**src/hw/rtc_map.svh**
```systemverilog
`ifndef RTC_MAP_SVH
`define RTC_MAP_SVH

// register byte offsets
`define RTC_AW 12
`define RTC_OFF_CTRL 12'h000
`define RTC_OFF_DEBUG 12'h004
`define RTC_OFF_MASK 12'h008
`define RTC_OFF_FLAGS 12'h00c
`define RTC_OFF_COUNT 12'h010
`define RTC_OFF_COMPARE_VALUE_ZERO 12'h014
`define RTC_OFF_COMP1 12'h018
`define RTC_OFF_TOP 12'h01c
`define RTC_OFF_CLOCK 12'h020

// control and debug fields
`define RTC_CTRL_SOFT_RESET_BIT 0
`define RTC_CTRL_EN 1
`define RTC_CTRL_MODE 3:2
`define RTC_CTRL_MCLR 7
`define RTC_DBG_RUN 0

// mode codes
`define RTC_MODE_C32 2'h0
`define RTC_MODE_C16 2'h1
`define RTC_MODE_CAL 2'h2
`define RTC_MODE_OFF 2'h3

// flag positions
`define RTC_NFLAGS 3
`define RTC_FLG_WRAP 0
`define RTC_FLG_M0 1
`define RTC_FLG_M1 2

// reset and limit values
`define RTC_ZERO32 32'h00000000
`define RTC_ONE32 32'h00000001
`define RTC_TOP32 32'hffffffff
`define RTC_ZERO16 16'h0000
`define RTC_ONE16 16'h0001
`define RTC_TOP_RST 16'hffff

// calendar word layout
`define RTC_SEC_F 5:0
`define RTC_MIN_F 11:6
`define RTC_HR_F 16:12
`define RTC_DAY_F 31:17
`define RTC_SEC_MAX 6'h3b
`define RTC_MIN_MAX 6'h3b
`define RTC_HR_MAX 5'h17
`define RTC_ONE6 6'h01
`define RTC_ONE5 5'h01
`define RTC_ONE_DAY 16'h0001

`endif

```
**src/hw/rtc_pkg.sv**
```systemverilog
`include "rtc_map.svh"
package rtc_pkg;

    typedef enum logic [1:0] {
        MODE_COUNT32 = `RTC_MODE_C32,
        MODE_COUNT16 = `RTC_MODE_C16,
        MODE_CALENDAR = `RTC_MODE_CAL,
        MODE_STOPPED = `RTC_MODE_OFF
    } mode_t;

    typedef struct packed {
        logic match_clear;
        mode_t mode;
        logic enable;
    } ctrl_t;

    typedef logic [`RTC_NFLAGS-1:0] flags_t;

    typedef struct packed {
        logic [31:0] compare_value_zero;
        logic [31:0] comp1;
        logic [15:0] top;
    } cmp_set_t;

endpackage

```
**src/hw/tick_sync.sv**
```systemverilog
`timescale 1ns/1ps
`default_nettype none
module tick_sync (
    // clock and reset
    input wire logic pclk,
    input wire logic presetn,
    // asynchronous tick pin
    input wire logic tick_pin,
    // one pclk pulse per rising tick edge
    output logic tick_rise
);

    logic meta_reg;
    logic sync_reg;
    logic last_reg;

    ////////////////////////////////////////////////////////////////////////
    // two-flop synchroniser; only sync_reg and last_reg feed the detector
    always_ff @(posedge pclk or negedge presetn) begin
        if (!presetn) begin
            meta_reg <= 1'b0;
            sync_reg <= 1'b0;
            last_reg <= 1'b0;
        end else begin
            meta_reg <= tick_pin;
            sync_reg <= meta_reg;
            last_reg <= sync_reg;
        end
    end

    // registered edge pulse, tick must be slower than pclk / 2
    always_ff @(posedge pclk or negedge presetn) begin
        if (!presetn) begin
            tick_rise <= 1'b0;
        end else begin
            tick_rise <= sync_reg & ~last_reg;
        end
    end

endmodule
`default_nettype wire

```
**src/hw/irq_flags.sv**
```systemverilog
`timescale 1ns/1ps
`default_nettype none
module irq_flags (
    // clock and reset
    input wire logic pclk,
    input wire logic presetn,
    input wire logic soft_clear,
    // hardware events
    input wire rtc_pkg::flags_t set_bits,
    // software clear (write one) and mask write
    input wire logic clr_we,
    input wire rtc_pkg::flags_t clr_bits,
    input wire logic mask_we,
    input wire rtc_pkg::flags_t mask_bits,
    // state
    output rtc_pkg::flags_t status,
    output rtc_pkg::flags_t mask,
    output logic irq
);

    rtc_pkg::flags_t status_next;
    rtc_pkg::flags_t mask_next;

    ////////////////////////////////////////////////////////////////////////
    // set beats clear so an event in the clearing cycle is kept
    always_comb begin
        status_next = status;
        mask_next = mask;
        if (clr_we) begin
            status_next = status & ~clr_bits;
        end
        status_next = status_next | set_bits;
        if (mask_we) begin
            mask_next = mask_bits;
        end
    end

    // soft reset wipes flags and mask along with the rest
    always_ff @(posedge pclk or negedge presetn) begin
        if (!presetn) begin
            status <= '0;
            mask <= '0;
            irq <= 1'b0;
        end else if (soft_clear) begin
            status <= '0;
            mask <= '0;
            irq <= 1'b0;
        end else begin
            status <= status_next;
            mask <= mask_next;
            irq <= |(status_next & mask_next);
        end
    end

endmodule
`default_nettype wire

```
**src/hw/rtc_counter_modes.sv**
```systemverilog
// Chosen here: the register offsets and the APB register port.
`timescale 1ns/1ps
`default_nettype none
`include "rtc_map.svh"
module rtc_counter_modes (
    // clock and reset
    input wire logic pclk,
    input wire logic presetn,
    // apb slave
    input wire logic psel,
    input wire logic penable,
    input wire logic pwrite,
    input wire logic [`RTC_AW-1:0] paddr,
    input wire logic [31:0] pwdata,
    output logic [31:0] prdata,
    output logic pready,
    output logic pslverr,
    // count tick pin, asynchronous to pclk
    input wire logic count_tick_clock,
    // debugger halt from same-clock logic
    input wire logic debug_halt,
    // level interrupt
    output logic irq
);

    ////////////////////////////////////////////////////////////////////////
    // state

    rtc_pkg::ctrl_t ctrl_reg;
    rtc_pkg::cmp_set_t cmp_reg;
    logic dbg_run_reg;
    logic [31:0] count_reg;
    logic [31:0] count_next;
    logic [31:0] rdata_next;
    logic err_next;
    rtc_pkg::flags_t flag_set;
    rtc_pkg::flags_t irq_status;
    rtc_pkg::flags_t irq_mask;
    logic tick_rise;
    logic run;
    logic step;
    logic hit0;
    logic hit1;
    logic narrow;
    logic [32:0] cal_sum;

    // bus decode strobes
    logic setup;
    logic wr;
    logic wr_ctrl;
    logic wr_count;
    logic soft_rst;

    ////////////////////////////////////////////////////////////////////////
    // helpers

    // compare, low half only when counting in 16 bits
    function automatic logic is_match(input logic [31:0] v,
                                      input logic [31:0] c,
                                      input logic half);
        logic r;
        r = half ? (v[15:0] == c[15:0]) : (v == c);
        return r;
    endfunction

    // calendar step; the top bit is the carry out of the day field
    function automatic logic [32:0] cal_step(input logic [31:0] v);
        logic [31:0] n;
        logic c;
        n = v;
        c = 1'b0;
        if (v[`RTC_SEC_F] < `RTC_SEC_MAX) begin
            n[`RTC_SEC_F] = v[`RTC_SEC_F] + `RTC_ONE6;
        end else begin
            n[`RTC_SEC_F] = '0;
            if (v[`RTC_MIN_F] < `RTC_MIN_MAX) begin
                n[`RTC_MIN_F] = v[`RTC_MIN_F] + `RTC_ONE6;
            end else begin
                n[`RTC_MIN_F] = '0;
                if (v[`RTC_HR_F] < `RTC_HR_MAX) begin
                    n[`RTC_HR_F] = v[`RTC_HR_F] + `RTC_ONE5;
                end else begin
                    n[`RTC_HR_F] = '0;
                    {c, n[`RTC_DAY_F]} = {1'b0, v[`RTC_DAY_F]}
                        + `RTC_ONE_DAY;
                end
            end
        end
        return {c, n};
    endfunction

    // view of the count as software sees it in the current mode
    function automatic logic [31:0] count_view(input logic [31:0] v,
                                               input logic half);
        logic [31:0] r;
        r = half ? {`RTC_ZERO16, v[15:0]} : v;
        return r;
    endfunction

    ////////////////////////////////////////////////////////////////////////
    // tick synchroniser and interrupt flags

    tick_sync u_tick (
        .pclk(pclk),
        .presetn(presetn),
        .tick_pin(count_tick_clock),
        .tick_rise(tick_rise)
    );

    irq_flags u_flags (
        .pclk(pclk),
        .presetn(presetn),
        .soft_clear(soft_rst),
        .set_bits(flag_set),
        .clr_we(wr && paddr == `RTC_OFF_FLAGS),
        .clr_bits(pwdata[`RTC_NFLAGS-1:0]),
        .mask_we(wr && paddr == `RTC_OFF_MASK),
        .mask_bits(pwdata[`RTC_NFLAGS-1:0]),
        .status(irq_status),
        .mask(irq_mask),
        .irq(irq)
    );

    ////////////////////////////////////////////////////////////////////////
    // bus strobes; zero wait states, writes land at the access edge

    assign pready = 1'b1;
    assign setup = psel & ~penable;
    assign wr = psel & penable & pwrite;
    assign wr_ctrl = wr && paddr == `RTC_OFF_CTRL;
    assign wr_count = wr && (paddr == `RTC_OFF_COUNT ||
                             paddr == `RTC_OFF_CLOCK);
    assign soft_rst = wr_ctrl & pwdata[`RTC_CTRL_SOFT_RESET_BIT];

    ////////////////////////////////////////////////////////////////////////
    // run gating: the debugger may freeze the count unless told not to

    assign run = ctrl_reg.enable & (~debug_halt | dbg_run_reg);
    assign step = tick_rise & run;
    assign narrow = ctrl_reg.mode == rtc_pkg::MODE_COUNT16;
    assign hit0 = is_match(count_reg, cmp_reg.compare_value_zero, narrow);
    assign hit1 = is_match(count_reg, cmp_reg.comp1, narrow);
    assign cal_sum = cal_step(count_reg);

    ////////////////////////////////////////////////////////////////////////
    // counting step and flag events, evaluated on count ticks only;
    // a match seen on the current value raises its flag with the tick

    always_comb begin
        count_next = count_reg;
        flag_set = '0;
        if (step) begin
            unique case (ctrl_reg.mode)
                rtc_pkg::MODE_COUNT32: begin
                    if (ctrl_reg.match_clear && hit0) begin
                        count_next = `RTC_ZERO32;
                        flag_set[`RTC_FLG_WRAP] = 1'b1;
                        flag_set[`RTC_FLG_M0] = 1'b1;
                    end else begin
                        count_next = count_reg + `RTC_ONE32;
                        if (count_reg == `RTC_TOP32) begin
                            flag_set[`RTC_FLG_WRAP] = 1'b1;
                        end
                        flag_set[`RTC_FLG_M0] = hit0;
                    end
                end
                rtc_pkg::MODE_COUNT16: begin
                    if (count_reg[15:0] == cmp_reg.top) begin
                        count_next = `RTC_ZERO32;
                        flag_set[`RTC_FLG_WRAP] = 1'b1;
                    end else begin
                        count_next = {`RTC_ZERO16,
                                      count_reg[15:0] + `RTC_ONE16};
                    end
                    flag_set[`RTC_FLG_M0] = hit0;
                    flag_set[`RTC_FLG_M1] = hit1;
                end
                rtc_pkg::MODE_CALENDAR: begin
                    count_next = cal_sum[31:0];
                    flag_set[`RTC_FLG_WRAP] = cal_sum[32];
                    flag_set[`RTC_FLG_M0] = hit0;
                end
                rtc_pkg::MODE_STOPPED: begin
                    // reserved code: value holds, nothing flags
                    count_next = count_reg;
                end
            endcase
        end
        // software write wins over a tick in the same cycle
        if (wr_count) begin
            count_next = count_view(pwdata, narrow);
        end
    end

    ////////////////////////////////////////////////////////////////////////
    // control register; soft reset returns it to zero, block disabled

    always_ff @(posedge pclk or negedge presetn) begin
        if (!presetn) begin
            ctrl_reg <= '0;
        end else if (soft_rst) begin
            ctrl_reg <= '0;
        end else if (wr_ctrl) begin
            ctrl_reg.enable <= pwdata[`RTC_CTRL_EN];
            ctrl_reg.mode <= rtc_pkg::mode_t'(pwdata[`RTC_CTRL_MODE]);
            ctrl_reg.match_clear <= pwdata[`RTC_CTRL_MCLR];
        end
    end

    // debug control survives soft reset by design
    always_ff @(posedge pclk or negedge presetn) begin
        if (!presetn) begin
            dbg_run_reg <= 1'b0;
        end else if (wr && paddr == `RTC_OFF_DEBUG) begin
            dbg_run_reg <= pwdata[`RTC_DBG_RUN];
        end
    end

    // compare values and the 16-bit top limit
    always_ff @(posedge pclk or negedge presetn) begin
        if (!presetn) begin
            cmp_reg.compare_value_zero <= `RTC_ZERO32;
            cmp_reg.comp1 <= `RTC_ZERO32;
            cmp_reg.top <= `RTC_TOP_RST;
        end else if (soft_rst) begin
            cmp_reg.compare_value_zero <= `RTC_ZERO32;
            cmp_reg.comp1 <= `RTC_ZERO32;
            cmp_reg.top <= `RTC_TOP_RST;
        end else if (wr) begin
            if (paddr == `RTC_OFF_COMPARE_VALUE_ZERO) begin
                cmp_reg.compare_value_zero <= pwdata;
            end
            if (paddr == `RTC_OFF_COMP1) begin
                cmp_reg.comp1 <= pwdata;
            end
            if (paddr == `RTC_OFF_TOP) begin
                cmp_reg.top <= pwdata[15:0];
            end
        end
    end

    // the counter itself
    always_ff @(posedge pclk or negedge presetn) begin
        if (!presetn) begin
            count_reg <= `RTC_ZERO32;
        end else if (soft_rst) begin
            count_reg <= `RTC_ZERO32;
        end else begin
            count_reg <= count_next;
        end
    end

    ////////////////////////////////////////////////////////////////////////
    // read mux, sampled in the setup phase so prdata is a flop output;
    // unmapped addresses answer zero with an error

    always_comb begin
        rdata_next = `RTC_ZERO32;
        err_next = 1'b0;
        unique case (paddr)
            `RTC_OFF_CTRL: begin
                rdata_next[`RTC_CTRL_EN] = ctrl_reg.enable;
                rdata_next[`RTC_CTRL_MODE] = ctrl_reg.mode;
                rdata_next[`RTC_CTRL_MCLR] = ctrl_reg.match_clear;
            end
            `RTC_OFF_DEBUG: rdata_next[`RTC_DBG_RUN] = dbg_run_reg;
            `RTC_OFF_MASK: rdata_next[`RTC_NFLAGS-1:0] = irq_mask;
            `RTC_OFF_FLAGS: rdata_next[`RTC_NFLAGS-1:0] = irq_status;
            `RTC_OFF_COUNT,
            `RTC_OFF_CLOCK: begin
                rdata_next = count_view(count_reg, narrow);
            end
            `RTC_OFF_COMPARE_VALUE_ZERO: rdata_next = cmp_reg.compare_value_zero;
            `RTC_OFF_COMP1: rdata_next = cmp_reg.comp1;
            `RTC_OFF_TOP: rdata_next[15:0] = cmp_reg.top;
            default: err_next = 1'b1;
        endcase
    end

    // a read captured in setup may miss a tick landing one cycle later;
    // software that needs an exact value reads twice
    always_ff @(posedge pclk or negedge presetn) begin
        if (!presetn) begin
            prdata <= `RTC_ZERO32;
            pslverr <= 1'b0;
        end else if (setup) begin
            prdata <= pwrite ? `RTC_ZERO32 : rdata_next;
            pslverr <= err_next;
        end else if (!psel) begin
            pslverr <= 1'b0;
        end
    end

endmodule
`default_nettype wire

```
**config.mk**
```make
export PLATFORM = sky130hd
export DESIGN_NAME = rtc_counter_modes
export DESIGN_NICKNAME = d
export VERILOG_FILES = /design/src/hw/rtc_pkg.sv /design/src/hw/tick_sync.sv /design/src/hw/irq_flags.sv /design/src/hw/rtc_counter_modes.sv
export VERILOG_INCLUDE_DIRS = /design/src /design/src/hw
export SDC_FILE = /design/constraint.sdc
export NUM_CORES = 1
export LEC_CHECK = 0
export BUFFER_PORTS_ARGS = -buffer_cell sky130_fd_sc_hd__buf_2
export CAP_MARGIN = 0
export CORE_MARGIN = 4
export CORE_UTILIZATION = 55
export CTS_CLUSTER_SIZE = 16
export DETAILED_ROUTE_END_ITERATION = 6
export PLACE_DENSITY = 0.8
export SLEW_MARGIN = 30
export SYNTH_ARGS = -nofsm -noshare
export SYNTH_HDL_FRONTEND = slang
export SYNTH_SLANG_ARGS = --single-unit
```
**constraint.sdc**
```tcl
create_clock -name pclk -period 3.3 [get_ports pclk]
set_input_delay 0.66 -clock pclk [delete_from_list [all_inputs] [get_ports pclk]]
set_output_delay 0.66 -clock pclk [all_outputs]
set_load 0.03 [all_outputs]
```
==> results.yml, run 1 <==
status:
  run_status: "finished, final reports clean"
yosys:
  synth_edf_count: 0
  syn-instance-count: 990
  synth_fp_nets: 1050
  yosysTopAreaCell: "dfrtp_1"
  synth_seq_cells: 161
  synth_flop_cell: "dfrtp_1"
  syn-cell-area_sq_um: 9340
  synth_cell_types: 73
  syn_avg_cell_area_sq_um: 9.43
  ys_warn_count: 0
  async_reset_ff_frac: 1.00
  ys_seq_area_frac: 0.434
  synth.most_common_cell: "dfrtp_1"
  yosys-top-cells-count: "dfrtp_1, nor2_1, nand2_1"
  synth_area_leaders: "dfrtp_1, mux2i_1, dfstp_2, nor2_1, xnor2_1"
  synthDominantCellAreaShare: 0.389
routing:
  firstDrtPassIters: 5
  vias: 8390
  drc: 0
  routedWlPerCell_um: 21.9
  final_antenna_net_count: 0
  drt_iter0_markers: 1090
  drt-total-wl_mm: 28.2
  via_per_inst: 6.52
timing:
  period_share: 0.826
  maxSlewViolCount: 0
  finalClockSkew_ns: 0.0110
  grt_setup_unrepaired: "no"
  period_minus_slack_ns: 2.73
  worst_slack_ns: 0.575
  setup_violations: 0
  slew_headroom: 0.527
  hold_violations: 0
  worstMarginPinSlew_ns: 0.708
  fmax_mhz: 367
  setup_tns_ns: 0
final_layout:
  largest_register_ff_count: 80
  fin_util: 0.644
  area_growth_pct: 14.4
  fillCellCount: 1426
  nets: 1115
  diodes: 0
  drive_gt1_frac: 0.179
global_route:
  overflow: 0
  use_met3: 0.0577
  antenna_found_initial: 1
  track_usage: 0.292
  grt_pass1_wl_mm: 45.2
  grt_max_degree: 66
  busiest_layer: "met2"
  grt_pass1_vias: 8024
  grt_use_met1: 0.432
  met2_usage: 0.439
hold_path:
  min_path_type: "in2async"
pwr:
  p_per_area_nw_per_um2: 393
  finalPower_w: 0.00420
  p_leak_nw: 4.79
  ir_drop_mv: 0.363
place:
  gp_congestion: 0.967
  dp_hpwl_mm: 19.6
  place_ws_ns: 0.246
  port_buffers: 84
cts:
  insertion_delay_ns: 0.43
  cts_inserted_buffers: 17
  cts_setup_buffers: 0
  ctsResizeCount: 0
  cts_tree: "yes"
  ctsHoldBuffers: 0
  cts.sinks: 161
  clkTransAtPathRegs_ns: 0.06
  clockBufferDepth: 2
  htree_levels: 4
  root_buffer: "clkbuf_16"
floorplan:
  row_count: 47
  dieHeight_um: 138
  core_sq_um: 16600
  die_w_um: 138
  num_io_pins: 86
  die_area_sq_um: 19100
  start_util: 0.563
setup_path:
  cpPeakStageDelay_ns: 0.58
  crit_path_top_delay_cell: "dfrtp_1"
  cp_top_family: "compound AO/OA/AOI/OAI gates"
  crit_type: "reg2reg"
  cp.required_ns: 3.66
  crit_path_start_kind: "flop"
  cp.arrival_ns: 3.09
  crit_chain: "ha_1 -> o2111ai_1 -> a2111oi_2 -> a21boi_1 -> nand4b_4 -> a311oi_1 -> a221o_1"
  worstPathBufferInverterCount: 0
  cp-end-kind: "flop"
  worstPathMaxFanout: 9
run:
  maxCapViolations: 0
## where the power goes
group	switching, W	total, W	internal (W)	leakage (nW)
registers	0.0000140	0.00200	0.00198	2.15
logic	0.000119	0.000172	0.0000523	2.34
clock network	0.000804	0.00203	0.00122	0.293
## through the flow
step                      cell area (sq um)  cells  hold WS (ns)
after floorplan                        9340    990         0.331
after global placement                10100   1256         0.342
after detailed placement              10100   1256         0.337
after CTS                             10700   1287         0.268
after global routing                  10700   1287         0.295
final                                 10700   1287         0.236
## placed cells by master (no fill, tap or decap), drive strengths merged, types with 23 or more instances in the layout
cell / netlist / routed
nand3: 32 / 32
nand2: 98 / 98
xor2: 29 / 29
mux2i: 80 / 80
xnor2: 44 / 44
o21ai: 56 / 56
a21oi: 34 / 34
dfrtp: 145 / 145
nor2: 108 / 108
a22o: 23 / 23
buf: 26 / 124
a222oi: 23 / 23
## worst paths after layout
path	startpoint	slack (ns)	endpoint	cells after the start
max in group asynchronous	presetn	2.25	cmp_reg[9]	2
setup / recovery	count_reg[0]	0.57	count_reg[29]	7
hold / removal	presetn	0.24	prdata[22]	1
min in group pclk	count_tick_clock	0.34	u_tick.meta_reg	1
setup reg to reg	count_reg[0]	0.57	count_reg[29]	7
hold reg to reg	u_tick.meta_reg	0.35	u_tick.sync_reg	0
## cell type report
cell class | instances | area, sq um | area share
Tap cell | 220 | 275 | 0.0258
Clock buffer | 21 | 460 | 0.0431
Clock inverter | 10 | 135 | 0.0127
Inverter | 12 | 45.0 | 0.00422
Multi-Input combinational cell | 739 | 4940 | 0.462
Timing Repair Buffer | 124 | 777 | 0.0727
Sequential cell | 161 | 4050 | 0.379
## cell families after synthesis
kind of cell	count (synthesis)	synth area share
xor+xnor	73	0.0685
flops	161	0.434
compound gates	238	0.185
other cells	1	0.000402
fa+ha+maj	9	0.0121
simple gates	337	0.174
mux	81	0.0870
buf+inv	90	0.0397
## routing by layer
metal  share of wire  wire length [um]
met4           0.024               674
met1            0.44             12500
met3           0.086              2420
met2            0.45             12600
met5         0.00046                13
No activity file was read; power rests on OpenSTA's default activity.
==> run 2: changes to the inputs <==
==> constraint.sdc (replaced) <==
create_clock -name pclk -period 2.7 [get_ports pclk]
set_input_delay 0.54 -clock pclk [delete_from_list [all_inputs] [get_ports pclk]]
set_output_delay 0.54 -clock pclk [all_outputs]
set_load 0.03 [all_outputs]
==> results.yml, run 2 (same netlist as run 1, synthesis figures left out) <==
timing:
  maxSlewViolCount: 0
  worst_slack_ns: 0.106
  worstMarginPinSlew_ns: 0.734
  fmax_mhz: 386
  period_share: 0.961
  grt_setup_unrepaired: "no"
  setup_violations: 0
  period_minus_slack_ns: 2.59
  slew_headroom: 0.508
  hold_violations: 0
  setup_tns_ns: 0
  finalClockSkew_ns: 0.0101
setup_path:
  cp.required_ns: 3.02
  crit_path_start_kind: "flop"
  worstPathMaxFanout: 8
  cp_common_cell: "buf_4"
  cp_top_family: "simple AND/OR/NAND/NOR gates"
  crit_type: "reg2reg"
  crit_path_top_delay_cell: "dfrtp_1"
  cp-end-kind: "flop"
  cp.arrival_ns: 2.91
  worstPathBufferInverterCount: 3
  crit_chain: "xnor2_1 -> nand4_1 -> nor4_2 -> buf_4 -> nand4b_1 -> buf_4 -> buf_4 -> nand4b_4 -> a311oi_1 -> a221o_1"
  cpPeakStageDelay_ns: 0.47
cts:
  root_buffer: "clkbuf_16"
  insertion_delay_ns: 0.44
  clockBufferDepth: 2
  cts.sinks: 161
  cts_setup_buffers: 0
  cts_tree: "yes"
  htree_levels: 4
  cts_inserted_buffers: 17
  clkTransAtPathRegs_ns: 0.07
pwr:
  combPwrFrac: 0.045
  p_seq_frac: 0.496
  p_leak_nw: 5.08
  ir_drop_mv: 0.440
  switching_share: 0.252
  p_per_area_nw_per_um2: 441
  p_int_w: 0.00367
  p_clk_frac: 0.459
  p_sw_w: 0.00124
status:
  run_status: "finished, final reports clean"
final_layout:
  nets: 1176
  fin_util: 0.672
  fin_area_sq_um: 11100
  area_growth_pct: 19.4
  multi_input_area_sq_um: 4950
  final_cell_mix: "dfrtp_1, nor2_1, nand2_1"
  fillCellCount: 1340
  regArea_sq_um: 4050
  largest_register_ff_count: 80
  drive_gt1_frac: 0.226
  diodes: 0
  layout.cells.most_common: "dfrtp_1"
floorplan:
  row_count: 47
  core_sq_um: 16600
  num_io_pins: 86
  die_area_sq_um: 19100
  die_w_um: 138
  start_util: 0.563
  dieHeight_um: 138
hold_path:
  min_path_type: "in2reg"
routing:
  routedWlPerCell_um: 21.4
  vias: 8655
  via_per_inst: 6.42
  drt-total-wl_mm: 28.8
  drc: 0
  drt_iter0_markers: 1035
  firstDrtPassIters: 7
  final_antenna_net_count: 0
place:
  dp_hpwl_mm: 20.9
  port_buffers: 84
  gp_congestion: 1.02
  place_ws_ns: -0.0256
  dpl-instance-area_sq_um: 10600
global_route:
  grt_pass1_vias: 8318
  grt_pass1_wl_mm: 46.3
  track_usage: 0.300
  overflow: 0
  antenna_found_initial: 1
  grt_max_degree: 88
run:
  maxCapViolations: 0
==> run 2: changes by cell type in the layout (fill, tap and decap cells not counted), moves of 3 or more <==
cell	before	now
buf_12	4	8
buf_4	36	92
bufinv_16	3	0
clkinvlp_4	1	4
inv_6	0	4
==> run 2: layout make-up <==
| cell class | count | area share |
|---|---|---|
| Clock inverter | 15 | 0.00999 |
| Multi-Input combinational cell | 739 | 0.444 |
| Inverter | 12 | 0.00404 |
| Timing Repair Buffer | 185 | 0.115 |
| Tap cell | 220 | 0.0247 |
| Sequential cell | 161 | 0.363 |
| Clock buffer | 17 | 0.0382 |
==> run 2: power groups by stage <==
stage / logic [W] / registers [W] / clock network [W]
finish: 0.000221 / 0.00243 / 0.00226
CTS: 0.000219 / 0.00243 / 0.00226
global route: 0.000242 / 0.00243 / 0.00237
global placement: 0.000215 / 0.00248 / 0
floorplan: 0.0000720 / 0.00248 / 0
detailed placement: 0.000217 / 0.00248 / 0
==> run 2: routing by layer <==
metal	GRT usage	wire length (um)	share of wire	vias up
li1	-	-	-	3879
met1	0.429	12300	0.43	4214
met2	0.445	12900	0.45	481
met3	0.0701	2750	0.095	79
met4	0.116	851	0.030	2
met5	0	7	0.00024	-
==> run 2: final timing paths <==
path / start / endpoint / slack, ns / depth (start not counted)
setup / recovery: count_reg[0] / count_reg[29] / 0.11 / 10
hold / removal: count_tick_clock / u_tick.meta_reg / 0.21 / 1
setup reg to reg: count_reg[0] / count_reg[29] / 0.11 / 10
hold reg to reg: u_tick.meta_reg / u_tick.sync_reg / 0.35 / 0
max in group asynchronous: presetn / cmp_reg[53] / 1.25 / 3
min in group asynchronous: presetn / prdata[22] / 0.54 / 2
==> run 2: worst reg2reg max path, delay by kind of cell (launching register included) <==
family	cells	cell delay, ns
simple gates	4	0.75
flops	1	0.47
buf+inv	3	0.54
compound gates	2	0.35
xor+xnor	1	0.35
==> run 2: stage by stage <==
step / hold WS (ns) / std cells / total power [W]
5_1_grt: 0.202 / 1349 / 0.00505
4_1_cts: 0.198 / 1349 / 0.00492
6_report: 0.206 / 1349 / 0.00491
2_1_floorplan: 0.244 / 990 / 0.00255
3_5_place_dp: 0.337 / 1316 / 0.00270
3_3_place_gp: 0.337 / 1316 / 0.00269
==> run 2: what timing repair did <==
action                     in CTS  in global routing
hold endpoints to repair       29                  0
hold buffers                    1                  0
setup endpoints to repair       0                  5
gates resized for setup         0                  2
